## src/logic/lrc_params.svh

```systemverilog
/*
 header of register offsets, field positions, reset values and counts for
 the linear regulator control block.
 assumes it is included by bare name after no other definition of these macros.
*/
`ifndef LRC_PARAMS_SVH
`define LRC_PARAMS_SVH

// ========================================
// register byte offsets
`define LRC_OFF_ENABLE 12'h000
`define LRC_OFF_RUN_VOLT 12'h004
`define LRC_OFF_STBY_VOLT 12'h008
`define LRC_OFF_CTRL 12'h00c
`define LRC_OFF_STATUS 12'h010
`define LRC_OFF_OUT_VOLT 12'h014

// ========================================
// field positions in the enable register
`define LRC_EN_RUN_LSB 0
`define LRC_EN_STBY_LSB 4
`define LRC_EN_SW_LSB 8

// ========================================
// field positions in the control register
`define LRC_CTRL_STBY_BIT 0
`define LRC_CTRL_PINSEL_BIT 1

// ========================================
// reset values and counts
`define LRC_NUM_REG 4
`define LRC_CODE_W 4
`define LRC_SLVERR 2'b10
`define LRC_OKAY 2'b00

`endif

```

## src/logic/lrc_pkg.sv

```systemverilog
/*
 package of types for the linear regulator control block.
 assumes lrc_params.svh sits in the include path.
*/
package lrc_pkg;
    `include "lrc_params.svh"

    // ========================================
    // operating mode of one regulator output stage
    typedef enum logic [2:0]
    {
        LRC_MODE_OFF_PD = 3'b001, // off, output pull-down on
        LRC_MODE_REG = 3'b010, // normal regulation
        LRC_MODE_SWITCH = 3'b100 // pass-through load switch
    } lrc_mode_type;

    // one regulator's drive to the analog stage
    typedef struct packed
    {
        lrc_mode_type mode; // stage mode
        logic [3:0] code; // applied voltage code
        logic [15:0] millivolt; // nominal output for observation
    } lrc_drive_type;

    // fused per-regulator settings
    typedef struct packed
    {
        logic in_sequence; // belongs to power-up sequence
        logic switch_mode; // load switch option
        logic [3:0] code; // default voltage code
    } lrc_fuse_type;
endpackage

```

## src/logic/lrc_top.sv

```systemverilog
/*
 linear regulator control: four regulators, run/standby selection,
 fused defaults, pin control of the second regulator, axi4-lite registers.
 assumes fuse inputs are static after reset and pins are asynchronous.
*/
// Contract
// RQ1: run enable zero keeps regulator off in run
// RQ2: standby enable zero keeps it off in standby
// RQ3: sequenced regulators get enables set, others zero
// RQ4: enable zero means off with pull-down
// RQ5: enable one: regulate, or switch if fused
// RQ6: switch choice comes from fuse only
// RQ7: run code sets voltage in run
// RQ8: standby code sets voltage in standby
// RQ9: both codes load fused default at power-up
// RQ10: code maps to fixed voltage table
// RQ11: pins may drive second regulator on and voltage
// RQ12: load switch follows its switch on bit
// RQ13: state change applies new state settings
`include "lrc_params.svh"
module lrc_top
    import lrc_pkg::*;
#(
    parameter int NUM_REG = `LRC_NUM_REG
)
(
    input wire logic aclk,
    input wire logic aresetn,
    // fused settings, one per regulator
    input wire lrc_fuse_type [NUM_REG-1:0] fuse,
    // pin control of the second regulator, and the standby request pin
    input wire logic second_regulator_on_pin,
    input wire logic voltage_choice_pin,
    input wire logic standby_req_pin,
    // regulator drives
    output lrc_drive_type [NUM_REG-1:0] drive,
    // axi4-lite slave
    input wire logic [11:0] s_axi_awaddr,
    input wire logic s_axi_awvalid,
    output logic s_axi_awready,
    input wire logic [31:0] s_axi_wdata,
    input wire logic [3:0] s_axi_wstrb,
    input wire logic s_axi_wvalid,
    output logic s_axi_wready,
    output logic [1:0] s_axi_bresp,
    output logic s_axi_bvalid,
    input wire logic s_axi_bready,
    input wire logic [11:0] s_axi_araddr,
    input wire logic s_axi_arvalid,
    output logic s_axi_arready,
    output logic [31:0] s_axi_rdata,
    output logic [1:0] s_axi_rresp,
    output logic s_axi_rvalid,
    input wire logic s_axi_rready
);
    // ========================================
    // software state
    logic [NUM_REG-1:0] run_en_r; // run-state enable bits
    logic [NUM_REG-1:0] stby_en_r; // standby-state enable bits
    logic [NUM_REG-1:0] sw_on_r; // switch on bits
    logic [NUM_REG*4-1:0] run_code_r; // run voltage codes
    logic [NUM_REG*4-1:0] stby_code_r; // standby voltage codes
    logic sw_stby_r; // software standby request
    logic pin_ctrl_r; // second regulator under pin control
    logic init_done_r; // fused defaults loaded

    // ========================================
    // pin synchronisers
    logic [2:0] pins_s; // {standby, choice, on}

    lrc_sync #(.WIDTH(3)) u_sync
    (
        .aclk(aclk),
        .aresetn(aresetn),
        .async_in({standby_req_pin, voltage_choice_pin, second_regulator_on_pin}),
        .sync_out(pins_s)
    );

    logic in_standby; // current system state
    assign in_standby = sw_stby_r | pins_s[2];

    // ========================================
    // axi write channel
    logic [11:0] aw_addr_r; // captured write address
    logic aw_held_r; // address held
    logic [31:0] w_data_r; // captured write data
    logic [3:0] w_strb_r; // captured strobes
    logic w_held_r; // data held
    logic wr_fire; // both halves present

    assign s_axi_awready = !aw_held_r && !s_axi_bvalid;
    assign s_axi_wready = !w_held_r && !s_axi_bvalid;
    assign wr_fire = aw_held_r && w_held_r;

    // address and data taken in either order
    always_ff @(posedge aclk)
    begin
        if (!aresetn)
        begin
            aw_held_r <= 1'b0;
            w_held_r <= 1'b0;
            aw_addr_r <= 12'h000;
            w_data_r <= 32'h0000_0000;
            w_strb_r <= 4'h0;
        end
        else if (wr_fire)
        begin
            aw_held_r <= 1'b0;
            w_held_r <= 1'b0;
        end
        else
        begin
            if (s_axi_awvalid && s_axi_awready)
            begin
                aw_held_r <= 1'b1;
                aw_addr_r <= s_axi_awaddr;
            end
            if (s_axi_wvalid && s_axi_wready)
            begin
                w_held_r <= 1'b1;
                w_data_r <= s_axi_wdata;
                w_strb_r <= s_axi_wstrb;
            end
        end
    end

    // decode of a read or write, unmapped gives slverr
    function automatic logic addr_mapped(input logic [11:0] a, input logic wr);
        if (a == `LRC_OFF_ENABLE || a == `LRC_OFF_RUN_VOLT || a == `LRC_OFF_STBY_VOLT)
            addr_mapped = 1'b1;
        else if (a == `LRC_OFF_CTRL)
            addr_mapped = 1'b1;
        else if (a == `LRC_OFF_STATUS || a == `LRC_OFF_OUT_VOLT)
            addr_mapped = !wr;
        else
            addr_mapped = 1'b0;
    endfunction

    // byte-lane merge
    function automatic logic [31:0] merge(input logic [31:0] old, input logic [31:0] nw, input logic [3:0] st);
        for (int i = 0; i < 4; i++)
        begin
            merge[i*8 +: 8] = st[i] ? nw[i*8 +: 8] : old[i*8 +: 8];
        end
    endfunction

    // write response
    always_ff @(posedge aclk)
    begin
        if (!aresetn)
        begin
            s_axi_bvalid <= 1'b0;
            s_axi_bresp <= `LRC_OKAY;
        end
        else if (wr_fire)
        begin
            s_axi_bvalid <= 1'b1;
            s_axi_bresp <= addr_mapped(aw_addr_r, 1'b1) ? `LRC_OKAY : `LRC_SLVERR;
        end
        else if (s_axi_bready)
        begin
            s_axi_bvalid <= 1'b0;
        end
    end

    // ========================================
    // register images for merging and reading
    logic [31:0] en_img; // enable register view
    logic [31:0] ctrl_img; // control register view
    logic [31:0] status_img; // applied state view
    logic [31:0] outv_img; // applied codes view

    assign en_img = {20'h00000, sw_on_r, stby_en_r, run_en_r};
    assign ctrl_img = {30'h0, pin_ctrl_r, sw_stby_r};

    logic [31:0] en_new; // merged enable write
    logic [31:0] run_new; // merged run codes
    logic [31:0] stby_new; // merged standby codes
    logic [31:0] ctrl_new; // merged control

    assign en_new = merge(en_img, w_data_r, w_strb_r);
    assign run_new = merge({16'h0000, run_code_r}, w_data_r, w_strb_r);
    assign stby_new = merge({16'h0000, stby_code_r}, w_data_r, w_strb_r);
    assign ctrl_new = merge(ctrl_img, w_data_r, w_strb_r);

    // enables: sequence sets them once, then software owns them
    always_ff @(posedge aclk)
    begin
        if (!aresetn)
        begin
            run_en_r <= '0;
            stby_en_r <= '0;
            sw_on_r <= '0;
            init_done_r <= 1'b0;
        end
        else if (!init_done_r)
        begin
            for (int i = 0; i < NUM_REG; i++)
            begin
                run_en_r[i] <= fuse[i].in_sequence; // RQ3
                stby_en_r[i] <= fuse[i].in_sequence; // RQ3
                sw_on_r[i] <= fuse[i].in_sequence;
            end
            init_done_r <= 1'b1;
        end
        else if (wr_fire && aw_addr_r == `LRC_OFF_ENABLE)
        begin
            run_en_r <= en_new[`LRC_EN_RUN_LSB +: NUM_REG];
            stby_en_r <= en_new[`LRC_EN_STBY_LSB +: NUM_REG];
            sw_on_r <= en_new[`LRC_EN_SW_LSB +: NUM_REG];
        end
    end

    // voltage codes: fused default into both fields, then software
    always_ff @(posedge aclk)
    begin
        if (!aresetn)
        begin
            run_code_r <= '0;
            stby_code_r <= '0;
        end
        else if (!init_done_r)
        begin
            for (int i = 0; i < NUM_REG; i++)
            begin
                run_code_r[i*4 +: 4] <= fuse[i].code; // RQ9
                stby_code_r[i*4 +: 4] <= fuse[i].code; // RQ9
            end
        end
        else if (wr_fire && aw_addr_r == `LRC_OFF_RUN_VOLT)
        begin
            run_code_r <= run_new[NUM_REG*4-1:0];
        end
        else if (wr_fire && aw_addr_r == `LRC_OFF_STBY_VOLT)
        begin
            stby_code_r <= stby_new[NUM_REG*4-1:0];
        end
    end

    // control register
    always_ff @(posedge aclk)
    begin
        if (!aresetn)
        begin
            sw_stby_r <= 1'b0;
            pin_ctrl_r <= 1'b0;
        end
        else if (wr_fire && aw_addr_r == `LRC_OFF_CTRL)
        begin
            sw_stby_r <= ctrl_new[`LRC_CTRL_STBY_BIT];
            pin_ctrl_r <= ctrl_new[`LRC_CTRL_PINSEL_BIT];
        end
    end

    // ========================================
    // per-regulator stages; second one may follow pins
    // pin select picks stored run code or standby code as its two levels
    for (genvar g = 0; g < NUM_REG; g++)
    begin : g_stage
        logic pin_mode; // this regulator under pin control
        logic [3:0] pin_code; // code chosen by the pin
        assign pin_mode = (g == 1) && pin_ctrl_r; // RQ11
        assign pin_code = pins_s[1] ? stby_code_r[g*4 +: 4] : run_code_r[g*4 +: 4]; // RQ11

        lrc_stage u_stage
        (
            .aclk(aclk),
            .aresetn(aresetn),
            .in_standby(pin_mode ? 1'b0 : in_standby),
            .run_en(pin_mode ? pins_s[0] : run_en_r[g]), // RQ11
            .stby_en(stby_en_r[g]),
            .sw_on(pin_mode ? pins_s[0] : sw_on_r[g]), // RQ12
            .run_code(pin_mode ? pin_code : run_code_r[g*4 +: 4]),
            .stby_code(stby_code_r[g*4 +: 4]),
            .switch_mode(fuse[g].switch_mode), // RQ6
            .drive(drive[g])
        );
    end

    // ========================================
    // read channel, answer one cycle after address
    always_comb
    begin
        status_img = 32'h0000_0000;
        outv_img = 32'h0000_0000;
        for (int i = 0; i < NUM_REG; i++)
        begin
            status_img[i*4 +: 3] = drive[i].mode;
            outv_img[i*4 +: 4] = drive[i].code;
        end
        status_img[31] = in_standby;
        status_img[30] = init_done_r;
    end

    assign s_axi_arready = !s_axi_rvalid;

    // read data captured from flip-flops
    always_ff @(posedge aclk)
    begin
        if (!aresetn)
        begin
            s_axi_rvalid <= 1'b0;
            s_axi_rdata <= 32'h0000_0000;
            s_axi_rresp <= `LRC_OKAY;
        end
        else if (s_axi_arvalid && s_axi_arready)
        begin
            s_axi_rvalid <= 1'b1;
            s_axi_rresp <= addr_mapped(s_axi_araddr, 1'b0) ? `LRC_OKAY : `LRC_SLVERR;
            if (s_axi_araddr == `LRC_OFF_ENABLE)
                s_axi_rdata <= en_img;
            else if (s_axi_araddr == `LRC_OFF_RUN_VOLT)
                s_axi_rdata <= {16'h0000, run_code_r};
            else if (s_axi_araddr == `LRC_OFF_STBY_VOLT)
                s_axi_rdata <= {16'h0000, stby_code_r};
            else if (s_axi_araddr == `LRC_OFF_CTRL)
                s_axi_rdata <= ctrl_img;
            else if (s_axi_araddr == `LRC_OFF_STATUS)
                s_axi_rdata <= status_img;
            else if (s_axi_araddr == `LRC_OFF_OUT_VOLT)
                s_axi_rdata <= outv_img;
            else
                s_axi_rdata <= 32'h0000_0000;
        end
        else if (s_axi_rready)
        begin
            s_axi_rvalid <= 1'b0;
        end
    end
endmodule

```

## src/logic/lrc_sync.sv

```systemverilog
/*
 two flip-flop synchroniser for pin inputs.
 assumes one clock aclk and a synchronous active-low reset.
*/
module lrc_sync
    import lrc_pkg::*;
#(
    parameter int WIDTH = 2
)
(
    input wire logic aclk,
    input wire logic aresetn,
    input wire logic [WIDTH-1:0] async_in,
    output logic [WIDTH-1:0] sync_out
);
    // ========================================
    // first stage is read only by the second
    logic [WIDTH-1:0] meta_r;

    // two stage capture
    always_ff @(posedge aclk)
    begin
        if (!aresetn)
        begin
            meta_r <= '0;
            sync_out <= '0;
        end
        else
        begin
            meta_r <= async_in;
            sync_out <= meta_r;
        end
    end
endmodule

```

## src/logic/lrc_stage.sv

```systemverilog
/*
 per-regulator mode and voltage decode.
 assumes the enable, code and fuse inputs are already stable on aclk.
*/
module lrc_stage
    import lrc_pkg::*;
(
    input wire logic aclk,
    input wire logic aresetn,
    input wire logic in_standby,
    input wire logic run_en,
    input wire logic stby_en,
    input wire logic sw_on,
    input wire logic [3:0] run_code,
    input wire logic [3:0] stby_code,
    input wire logic switch_mode,
    output lrc_drive_type drive
);
    // ========================================
    // code to millivolts, table lookup
    function automatic logic [15:0] code_to_mv(input logic [3:0] c);
        case (c)
            4'h0: code_to_mv = 16'h05dc;
            4'h1: code_to_mv = 16'h0640;
            4'h2: code_to_mv = 16'h0708;
            4'h3: code_to_mv = 16'h073a;
            4'h4: code_to_mv = 16'h0866;
            4'h5: code_to_mv = 16'h09c4;
            4'h6: code_to_mv = 16'h0af0;
            4'h7: code_to_mv = 16'h0bb8;
            4'h8: code_to_mv = 16'h0c1c;
            4'h9: code_to_mv = 16'h0c4e;
            4'ha: code_to_mv = 16'h0c80;
            4'hb: code_to_mv = 16'h0ce4;
            4'hc: code_to_mv = 16'h0d16;
            4'hd: code_to_mv = 16'h0672;
            4'he: code_to_mv = 16'h06a4;
            default: code_to_mv = 16'h1388;
        endcase
    endfunction

    logic state_en; // enable of the current state
    logic [3:0] code_sel; // code of the current state
    lrc_mode_type mode_nxt; // mode before the register

    // select enable and code of the state now in force
    always_comb
    begin
        state_en = in_standby ? stby_en : run_en; // RQ1 RQ2 RQ13
        code_sel = in_standby ? stby_code : run_code; // RQ7 RQ8 RQ13
        if (!state_en)
        begin
            mode_nxt = LRC_MODE_OFF_PD; // RQ4
        end
        else if (!switch_mode)
        begin
            mode_nxt = LRC_MODE_REG; // RQ5
        end
        else
        begin
            // switch closes only with its own on bit
            mode_nxt = sw_on ? LRC_MODE_SWITCH : LRC_MODE_OFF_PD; // RQ5 RQ12
        end
    end

    // registered drive, safe off after reset
    always_ff @(posedge aclk)
    begin
        if (!aresetn)
        begin
            drive <= '{mode: LRC_MODE_OFF_PD, code: 4'h0, millivolt: 16'h0000};
        end
        else
        begin
            drive.mode <= mode_nxt;
            drive.code <= code_sel;
            drive.millivolt <= code_to_mv(code_sel); // RQ10
        end
    end
endmodule

```

## config.mk

```make
export PLATFORM = sky130hd
export DESIGN_NAME = lrc_top
export DESIGN_NICKNAME = d
export VERILOG_FILES = /design/src/logic/lrc_pkg.sv /design/src/logic/lrc_top.sv /design/src/logic/lrc_sync.sv /design/src/logic/lrc_stage.sv
export VERILOG_INCLUDE_DIRS = /design/src /design/src/logic
export SDC_FILE = /design/constraint.sdc
export NUM_CORES = 1
export LEC_CHECK = 0
export BUFFER_PORTS_ARGS = -buffer_cell sky130_fd_sc_hd__buf_2
export CAP_MARGIN = 30
export CORE_ASPECT_RATIO = 1.2
export CORE_MARGIN = 3
export CORE_UTILIZATION = 48
export CTS_CLUSTER_SIZE = 14
export DETAILED_ROUTE_END_ITERATION = 8
export GPL_TIMING_DRIVEN = 0
export PLACE_DENSITY = 0.77
export SLEW_MARGIN = 10
export SYNTH_ARGS = -nofsm -noshare
export SYNTH_HDL_FRONTEND = slang
export SYNTH_SLANG_ARGS = --single-unit
```

## constraint.sdc

```tcl
create_clock -name aclk -period 2 [get_ports aclk]
set_input_delay 0.3 -clock aclk [delete_from_list [all_inputs] [get_ports aclk]]
set_output_delay 0.3 -clock aclk [all_outputs]
set_load 0.03 [all_outputs]
```

# [Word-level counts from Yosys, hierarchy flattened]
# Memory sizes are Yosys's and may differ from the RTL's. A register that Yosys moved wholly into a read port is not among the register bits.
# Index checks and enable logic that the tools add are counted.
[totals] ff_bits=215 romBits=768 output_inout_bits=133 elab_cells=161 memories=4
[op_classes] eq_ne=14 muxes=57 bitwise=3 reduce_logical=45
[mem_list] memory="(no name shown)" depth=16 word_bits=12 read_ports=1 rd_ports_with_merged_regs=1 write_ports=0 line_no="lrc_stage.sv:22" text="case (c)"
[mem_list] memory="(no name shown)" depth=16 word_bits=12 read_ports=1 rd_ports_with_merged_regs=1 write_ports=0 line_no="lrc_stage.sv:22"
[mem_list] memory="(no name shown)" depth=16 word_bits=12 read_ports=1 rd_ports_with_merged_regs=1 write_ports=0 line_no="lrc_stage.sv:22"
[mem_list] memory="(no name shown)" depth=16 word_bits=12 read_ports=1 rd_ports_with_merged_regs=1 write_ports=0 line_no="lrc_stage.sv:22"
[ops] operator="two-way mux 32 bit" n=5
[ops] operator="two-way mux 16 bit" n=6
[ops] operator="two-way mux 4 bit" n=13
[ops] operator="equality test 12 x 4 -> 1 bit, second input constant" n=4
[ops] operator="equality test 12 x 3 -> 1 bit, second input constant" n=2
[ops] operator="equality test 12 x 5 -> 1 bit, second input constant" n=2
[ops] operator="zero test 12 bit" n=2
[ops] operator="AND reduction 2 bit" n=11
[ops] operator="two-way mux 1 bit" n=21
[ops] operator="AND reduction 3 bit" n=6
[ops] operator="two-way mux 8 bit" n=2
[ops] operator="two-way mux 2 bit" n=6
[ops] operator="two-way mux 3 bit" n=4
[ops] operator="logical AND 1 bit" n=10
[ops] operator="inequality test 2 x 1 -> 1 bit, second input constant" n=5
[ops] operator="zero test 1 bit" n=8
[ops] operator="logical OR 1 bit" n=5
[ops] operator="nonzero test 2 bit" n=2
[ops] operator="inequality test 2 bit, second input constant" n=1
[ops] operator="inverter 1 bit" n=2
[ops] operator="OR reduction 2 bit" n=1
[ops] operator="OR 1 bit" n=1

# [Longest topological paths before layout]
# Gate-level depths: netlist (run 1).
[logic_depth] word_depth=8 ltp_mapped=9

# [By module]
# From an unflattened synthesis (run 1), not the netlist that was laid out.
[hier_totals] cells_unflattened=1001 hier_area_um2=9200.1
[modules_own_cells] module="lrc_top" n_inst=1 cells_each=576 area_per_inst_um2=4927.2 seq_area_each_um2=2021.9
[modules_own_cells] module="lrc_stage (g_stage[0].u_stage)" n_inst=1 cells_each=119 area_per_inst_um2=1098.6 seq_area_each_um2=380.4
[modules_own_cells] module="lrc_stage (g_stage[1].u_stage)" n_inst=1 cells_each=101 area_per_inst_um2=1062.3 seq_area_each_um2=380.4
[modules_own_cells] module="lrc_stage (g_stage[2].u_stage)" n_inst=1 cells_each=107 area_per_inst_um2=1009.7 seq_area_each_um2=380.4
[modules_own_cells] module="lrc_stage (g_stage[3].u_stage)" n_inst=1 cells_each=86 area_per_inst_um2=944.7 seq_area_each_um2=380.4
[modules_own_cells] module="lrc_sync" n_inst=1 cells_each=12 area_per_inst_um2=157.7 seq_area_each_um2=120.1

# [Worst setup path before layout (run 1)]
# No wires, ideal clock.
[synth_timing] kind="reg2reg" startpoint="reg pin_ctrl_r (netlist: g_stage[1].pin_mode)" endpoint="reg, netlist name g_stage[1].u_stage.drive[3]" setup_ps=135 arrival_ps=2085 required_time_ps=1865 setup_slack_ps=-220 path_stages_with_launch=10 n_path_buf=2 synth_period_minus_slack_ps=2220 cell_sequence="dfxtp_1 > buf_6 > nor3_2 > a21oi_4 > buf_2 > mux2i_1 > inv_1 > ha_1 > a211oi_1 > a2111oi_2"
[synth_via] elab_chain_len=2
[synth_rtl] item="start, declared" line_no="lrc_top.sv:64" text="logic pin_ctrl_r;"
[synth_rtl] item="start signal, assigned" line_no="lrc_top.sv:251" text="pin_ctrl_r <= ctrl_new[`LRC_CTRL_PINSEL_BIT];"
[synth_rtl] item="two-way mux 4 bit / two-way mux 1 bit (equally long branches)" line_no="lrc_top.sv:273, lrc_top.sv:269"
[synth_rtl] item="two-way mux 4 bit *" line_no="lrc_stage.sv:50" text="code_sel = in_standby ? stby_code : run_code;"
[synth_rtl] item="net g_stage[1].u_stage.code_sel[0]" line_no="lrc_stage.sv:43" text="logic [3:0] code_sel;"
# The timed path passes the listed nets; every way through them passes the cells marked *.
# A chain may end at the register's enable or synchronous reset.

# [Worst setup path after layout (run 1)]
[layout_timing] startpoint="reg u_sync.sync_out[2]" endpoint="reg, netlist name g_stage[0].u_stage.drive[1]"
[layout_via] elab_chain_len=2
[layout_rtl] item="start, declared" line_no="lrc_sync.sv:14" text="output logic [WIDTH-1:0] sync_out"
[layout_rtl] item="start signal, assigned" line_no="lrc_sync.sv:31" text="sync_out <= meta_r;"
[layout_rtl] item="OR 1 bit" line_no="lrc_top.sv:80" text="assign in_standby = sw_stby_r | pins_s[2];"
[layout_rtl] item="two-way mux 4 bit" line_no="lrc_stage.sv:50"
[layout_rtl] item="net g_stage[0].u_stage.code_sel[0]" line_no="lrc_stage.sv:43"
# The timed path passes the listed nets, and every way through them passes these cells.

==> reports/metrics.cfg, run 1 <==
[run_status]
run_status=complete, but fails checks
violations=negative setup slack

[cts]
clock_path_buffers=2
clk_pin_slew_worst_paths_ns=0.06
cts_tree=done
clock_sinks=183
cts_root_buf=clkbuf_16
cts_made_buffers=17
h-tree-depth=4
insertion_delay_ns=0.44
cts_hold_buf=0

[critical_path]
crit_path_max_fanout=5
worstPathRequired_ns=2.33
end_kind=flop
crit_arrival_ns=2.40
start_kind=flop
worstSetupPathType=reg -> reg

[placed_design]
gp_congestion=0.944
dp_hpwl_mm=19.7
port_buffers=175

[sta]
finalCritPeriodShare=1.03
clock.fmax_mhz=485
hold_viol=0
rsz0062_at_grt=true
worst_slack_ns=-0.0621
whs_ns=0.0424
skew_ns=0.0111
final.min_clock_period_ns=2.06
setup_viol=8
maxSlewHeadroom=0.308
slew_viol_final=0
worst_pin_slew_ns=1.04

[yosys]
syn_area_um2=8650
ys_async_sr_fraction=0
ys_ff_latch=183
ys_types=73
synth_top_cell_by_area=dfxtp_1
syn_area_per_cell_um2=8.96
yosysMostFrequentCell=dfxtp_1
ys_warn_count=0
synth_area_leaders=dfxtp_1 42%, a21oi_1 5.4%, nor2_1 5.0%
synthCells=966
ys.flop_type=dfxtp_1
synth_edf_count=0
synth_common_cells=183 x dfxtp_1, 116 x nor2_1, 111 x nand2_1
synth_seq_area_share=0.423
synth_top_cell_area_share=0.423

[detailed_routing]
drt_iter0_markers=695
routed_wl_mm=27.3
drc=0
wl_per_cell_um=18.7
dr.pass1.iters=5
drt-vias-per-instance=5.68
drt.antenna.violating_nets=0
routed-via-count=8294

[grt]
grt_pass1_wl_mm=41.7
antenna_found_initial=2
busiest_layer=met2
grt_usage=0.269
use_met2=0.431
grt_max_degree=17
grt_pass1_vias=7877
use_met1=0.336
grtUsageMet3=0.0668
overflow=0

[pwr]
p_leak_nw=4.99
vdd_drop_max_uv=707
p_per_area_nw_per_um2=860

[cells_and_area]
nets=1347
area_growth_pct=30.1
fin_util=0.641
drive_above_1_share=0.320

[flow_run]
maxCapViolCount=0

[floorplan]
die_h_um=153
num_rows=53
dieArea_um2=19700
initial_core_util=0.492
io_pins=227
die_w_um=129
core_area_um2=17600

[hold_path]
worst_hold_path_type=in -> reg

[metal layers]
layer  part of all wire  vias up
met5            0.00026        -
met1               0.38     3814
met4              0.052        2
met3               0.10      101
met2               0.46      492
li1                   -     3885
[registers in the layout, indices dropped and copies added (netlist names), 2 cells and up]
name and count:
w_data_r 16, run_en_r 4, stby_code_r 16, g_stage.u_stage.drive 76
w_strb_r 2, stby_en_r 4, s_axi_rdata 18, aw_addr_r 12
sw_on_r 4, run_code_r 16, u_sync.sync_out 3, u_sync.meta_r 3
[cell families after synthesis]
| kind of cell | share of synthesized area |
|---|---|
| flops | 0.423 |
| compound gates | 0.202 |
| xor+xnor | 0.00506 |
| simple gates | 0.180 |
| fa+ha+maj | 0.0361 |
| buf+inv | 0.0733 |
| other cells | 0.000433 |
| mux | 0.0802 |
[path summary, 6_finish.rpt]
kind | startpoint | endpoint | slack, ns | depth (start not counted)
setup / recovery | u_sync.sync_out[2] | g_stage[0].u_stage.drive[1] | -0.06 | 7
hold / removal | fuse[10] | g_stage[1].u_stage.drive[21] | 0.04 | 2
setup reg to reg | u_sync.sync_out[2] | g_stage[0].u_stage.drive[1] | -0.06 | 7
hold reg to reg | u_sync.meta_r[0] | u_sync.sync_out[0] | 0.43 | 1
[power by group]
| group | leakage (nW) | switching (mW) | internal [mW] |
|---|---|---|---|
| Sequential | 1.51 | 0.191 | 3.88 |
| Clock | 0.304 | 1.44 | 2.22 |
| Combinational | 3.18 | 1.21 | 0.733 |
| Total | 4.99 | 2.84 | 6.84 |
[stage by stage]
step | setup TNS (ns) | total power, mW | setup slack (ns) | cells | instance area (µm²)
final | -0.310 | 9.68 | -0.0621 | 1461 | 11300
after CTS | -0.298 | 9.55 | -0.0741 | 1442 | 10900
after detailed placement | -9.97 | 5.87 | -0.427 | 1392 | 9980
after global placement | -9.28 | 5.84 | -0.422 | 1392 | 9980
after floorplan | -0.0276 | 5.37 | -0.0250 | 997 | 8830
after global routing | -1.15 | 10.0 | -0.113 | 1461 | 11300
[critical path: stages (launching register included)]
cell and delay (ns):
dfxtp_2 0.35, nor2_4 0.24, buf_12 0.17, mux2i_4 0.27, inv_2 0.11, ha_2 0.20
mux4_2 0.45, and2_4 0.17
[cell usage in the layout, fill, tap and decap left out, drive strengths merged, types with 26 or more instances in the layout]
cell    instances
a211oi         56
a21oi          94
buf           273
clkbuf         55
conb           32
dfxtp         183
mux2i          47
nand2         111
nor2          118
nor3           26
[area by class of cell]
| class | count | area [µm²] |
|---|---|---|
| Tap cell | 220 | 275 |
| Inverter | 19 | 90.1 |
| Timing Repair Buffer | 212 | 1180 |
| Clock buffer | 21 | 480 |
| Buffer | 95 | 612 |
| Sequential cell | 183 | 3670 |
| Antenna cell | 1 | 2.50 |
| Multi-Input combinational cell | 700 | 4780 |
| Clock inverter | 10 | 168 |
| Fill cell | 1418 | 6310 |
[repair_timing]
| action | 4_1_cts | 5_1_grt |
|---|---|---|
| endpoints found under the setup margin | 43 | 41 |
| pin swaps | 4 | 13 |
| endpoints found under the hold margin | 0 | 0 |
| buffers inserted | 19 | 18 |
| resized for setup | 35 | 44 |
Note: power is estimated with default switching activity, not from simulation.
==> run 2: changes to the inputs <==
CORE_UTILIZATION = 45   (was 48)
PLACE_DENSITY = 0.72   (was 0.77)
==> run 2 against run 1 <==
The flow still finishes with violations (negative setup slack); register-to-register slack is essentially flat; non-clock buffer count is 1 higher; total power fell by 4.3%; hold slack got worse by 0.0028 ns; clock-buffer cell count fell by 2; routed wire length decreased by 0.35%; die area is 6.4% higher; cell count rose by 2.3%; critical endpoint unchanged; highest routed layer is now met4.
==> reports/metrics.cfg, run 2 (synthesized netlist as in run 1, its figures left out) <==
[floorplan]
dieArea_um2=20900  ; +6.4%
io_pins=227  ; unchanged
core_area_um2=18500  ; +5.3%
initial_core_util=0.467  ; -0.0250
die_w_um=133  ; +3.1%
num_rows=54  ; +1.9%
die_h_um=158  ; +3.2%

[run_status]
run_status=complete, but fails checks
violations=negative setup slack

[detailed_routing]
routed_wl_mm=27.2  ; -0.35%
routed-via-count=8148  ; -1.8%
drt_iter0_markers=739  ; +6.3%
drc=0  ; unchanged
drt-vias-per-instance=5.45  ; -3.9%
dr.pass1.iters=7  ; +2
drt.antenna.violating_nets=0  ; unchanged
wl_per_cell_um=18.2  ; -2.5%

[critical_path]
end_kind=flop
crit_path_max_fanout=6  ; +1
crit_arrival_ns=2.42  ; +0.02 ns
worstPathRequired_ns=2.34  ; about the same
start_kind=flop
worstSetupPathType=reg -> reg

[placed_design]
gp_congestion=0.919  ; -2.6%
dpl.cell_count=1424  ; +2.3%
dp_hpwl_mm=19.8  ; +0.32%
place_area_um2=10000  ; +0.40%
port_buffers=175  ; unchanged

[cells_and_area]
top_regs=g_stage.u_stage.drive (76), s_axi_rdata (18)
multi_input_area_um2=4720  ; -1.4%
fin_util=0.602  ; -0.0389
drive_above_1_share=0.316  ; -0.00374
mostFrequentLayoutCell=buf_2
final-seq-area_um2=3670  ; unchanged
antennaDiodeCount=0  ; -1
nets=1348  ; +0.074%
fillCellCount=1675  ; +18%
area_growth_pct=28.8
final_cell_mix=187 x buf_2, 180 x dfxtp_1, 115 x nor2_1, 111 x nand2_1, 92 x a21oi_1
fin_area_um2=11100  ; -1.0%
regMostFlops=g_stage.u_stage.drive
stdcell_count=1494  ; +2.3%
largest_reg_flops=76  ; unchanged

[sta]
final.min_clock_period_ns=2.07  ; +0.0124 ns
clock.fmax_mhz=482  ; -0.60%
skew_ns=0.00858  ; -0.00247 ns
worst_slack_ns=-0.0746  ; -0.0124 ns
timing.setup.tns_ns=-0.223  ; +0.0874 ns
finalCritPeriodShare=1.04  ; +0.00622
rsz0062_at_grt=true
setup_viol=6  ; -2
hold_viol=0  ; unchanged
worst_pin_slew_ns=0.847  ; -0.190 ns
slew_viol_final=0  ; unchanged
maxSlewHeadroom=0.435  ; +0.127

[cts]
cts_made_buffers=17  ; unchanged
cts_root_buf=clkbuf_16
clock_path_buffers=2  ; unchanged
clock_sinks=183  ; unchanged
insertion_delay_ns=0.44  ; about the same
cts_tree=done
h-tree-depth=4  ; unchanged
clk_pin_slew_worst_paths_ns=0.07  ; about the same

[pwr]
vdd_drop_max_uv=675  ; -4.6%
internal-power_mw=6.37  ; -6.9%
p_leak_nw=4.95  ; -0.85%
p_sw_mw=2.89  ; +1.8%
clkPwrFrac=0.353  ; -0.025
power.share.combinational=0.207  ; +0.006
p_per_area_nw_per_um2=831  ; -3.3%
p_sw_frac=0.312  ; +0.0188
seqPwrFrac=0.440  ; +0.019

[grt]
grt_pass1_wl_mm=41.3  ; -0.99%
grt_pass1_vias=7686  ; -2.4%
overflow=0  ; unchanged
antenna_found_initial=0  ; -2
grt_usage=0.250  ; -0.0197
grt_max_degree=17  ; unchanged

[flow_run]
maxCapViolCount=0  ; unchanged

[hold_path]
worst_hold_path_type=in -> reg

run 2: path summary, 6_finish.rpt:
kind,from,end,slack (ns),cells after the start
worst max-delay path,sw_stby_r,g_stage[0].u_stage.drive[1],-0.07,8
worst min-delay path,fuse[10],g_stage[1].u_stage.drive[21],0.04,2
worst max register to register,sw_stby_r,g_stage[0].u_stage.drive[1],-0.07,8
worst min register to register,u_sync.meta_r[0],u_sync.sync_out[0],0.44,1
run 2: power groups by stage:
stage	clock network, mW	registers [mW]	logic (mW)
floorplan	0	4.35	1.02
CTS	3.28	4.06	1.83
detailed placement	0	4.14	1.73
finish	3.27	4.07	1.92
global route	3.44	4.10	2.07
global placement	0	4.14	1.71
run 2: area by class of cell:
type / count / area share
flip-flops and latches: 183 / 0.329
clock inverters: 13 / 0.0110
repair buffers: 214 / 0.107
clock buffers: 19 / 0.0397
plain buffers: 94 / 0.0534
well taps: 252 / 0.0283
multi-input cells: 700 / 0.424
inverters: 19 / 0.00764
run 2: critical path: stages, from the launching register on:
cell and delay [ns]:
dfxtp_4 0.37, nor2_4 0.20, buf_12 0.17, mux2i_4 0.27
buf_6 0.15, inv_4 0.04, ha_4 0.15, mux4_2 0.44
and2_4 0.17
run 2: per-layer routing:
layer	up-vias	global-route usage	part of all wire	wire, µm
li1	3893	-	-	-
met1	3715	0.314	0.42	11300
met2	461	0.411	0.45	12400
met3	79	0.0582	0.092	2500
met4	0	0.113	0.038	1030
met5	-	0	0	0
run 2: timing repair:
item | in CTS | in global routing
pin swaps | 5 | 9
hold buffers | 0 | 0
hold endpoints to repair | 0 | 0
buffers inserted | 26 | 12
gates resized for setup | 39 | 21
endpoints found under the setup margin | 43 | 39
run 2: per-stage QoR:
stage | worst slack [ns] | total power [mW] | hold WS [ns]
6_report | -0.0746 | 9.26 | 0.0396
5_1_grt | -0.137 | 9.60 | 0.0420
4_1_cts | -0.0764 | 9.17 | 0.0307
3_5_place_dp | -0.444 | 5.87 | 0.421
3_3_place_gp | -0.453 | 5.85 | 0.418
2_1_floorplan | -0.0250 | 5.37 | 0.328
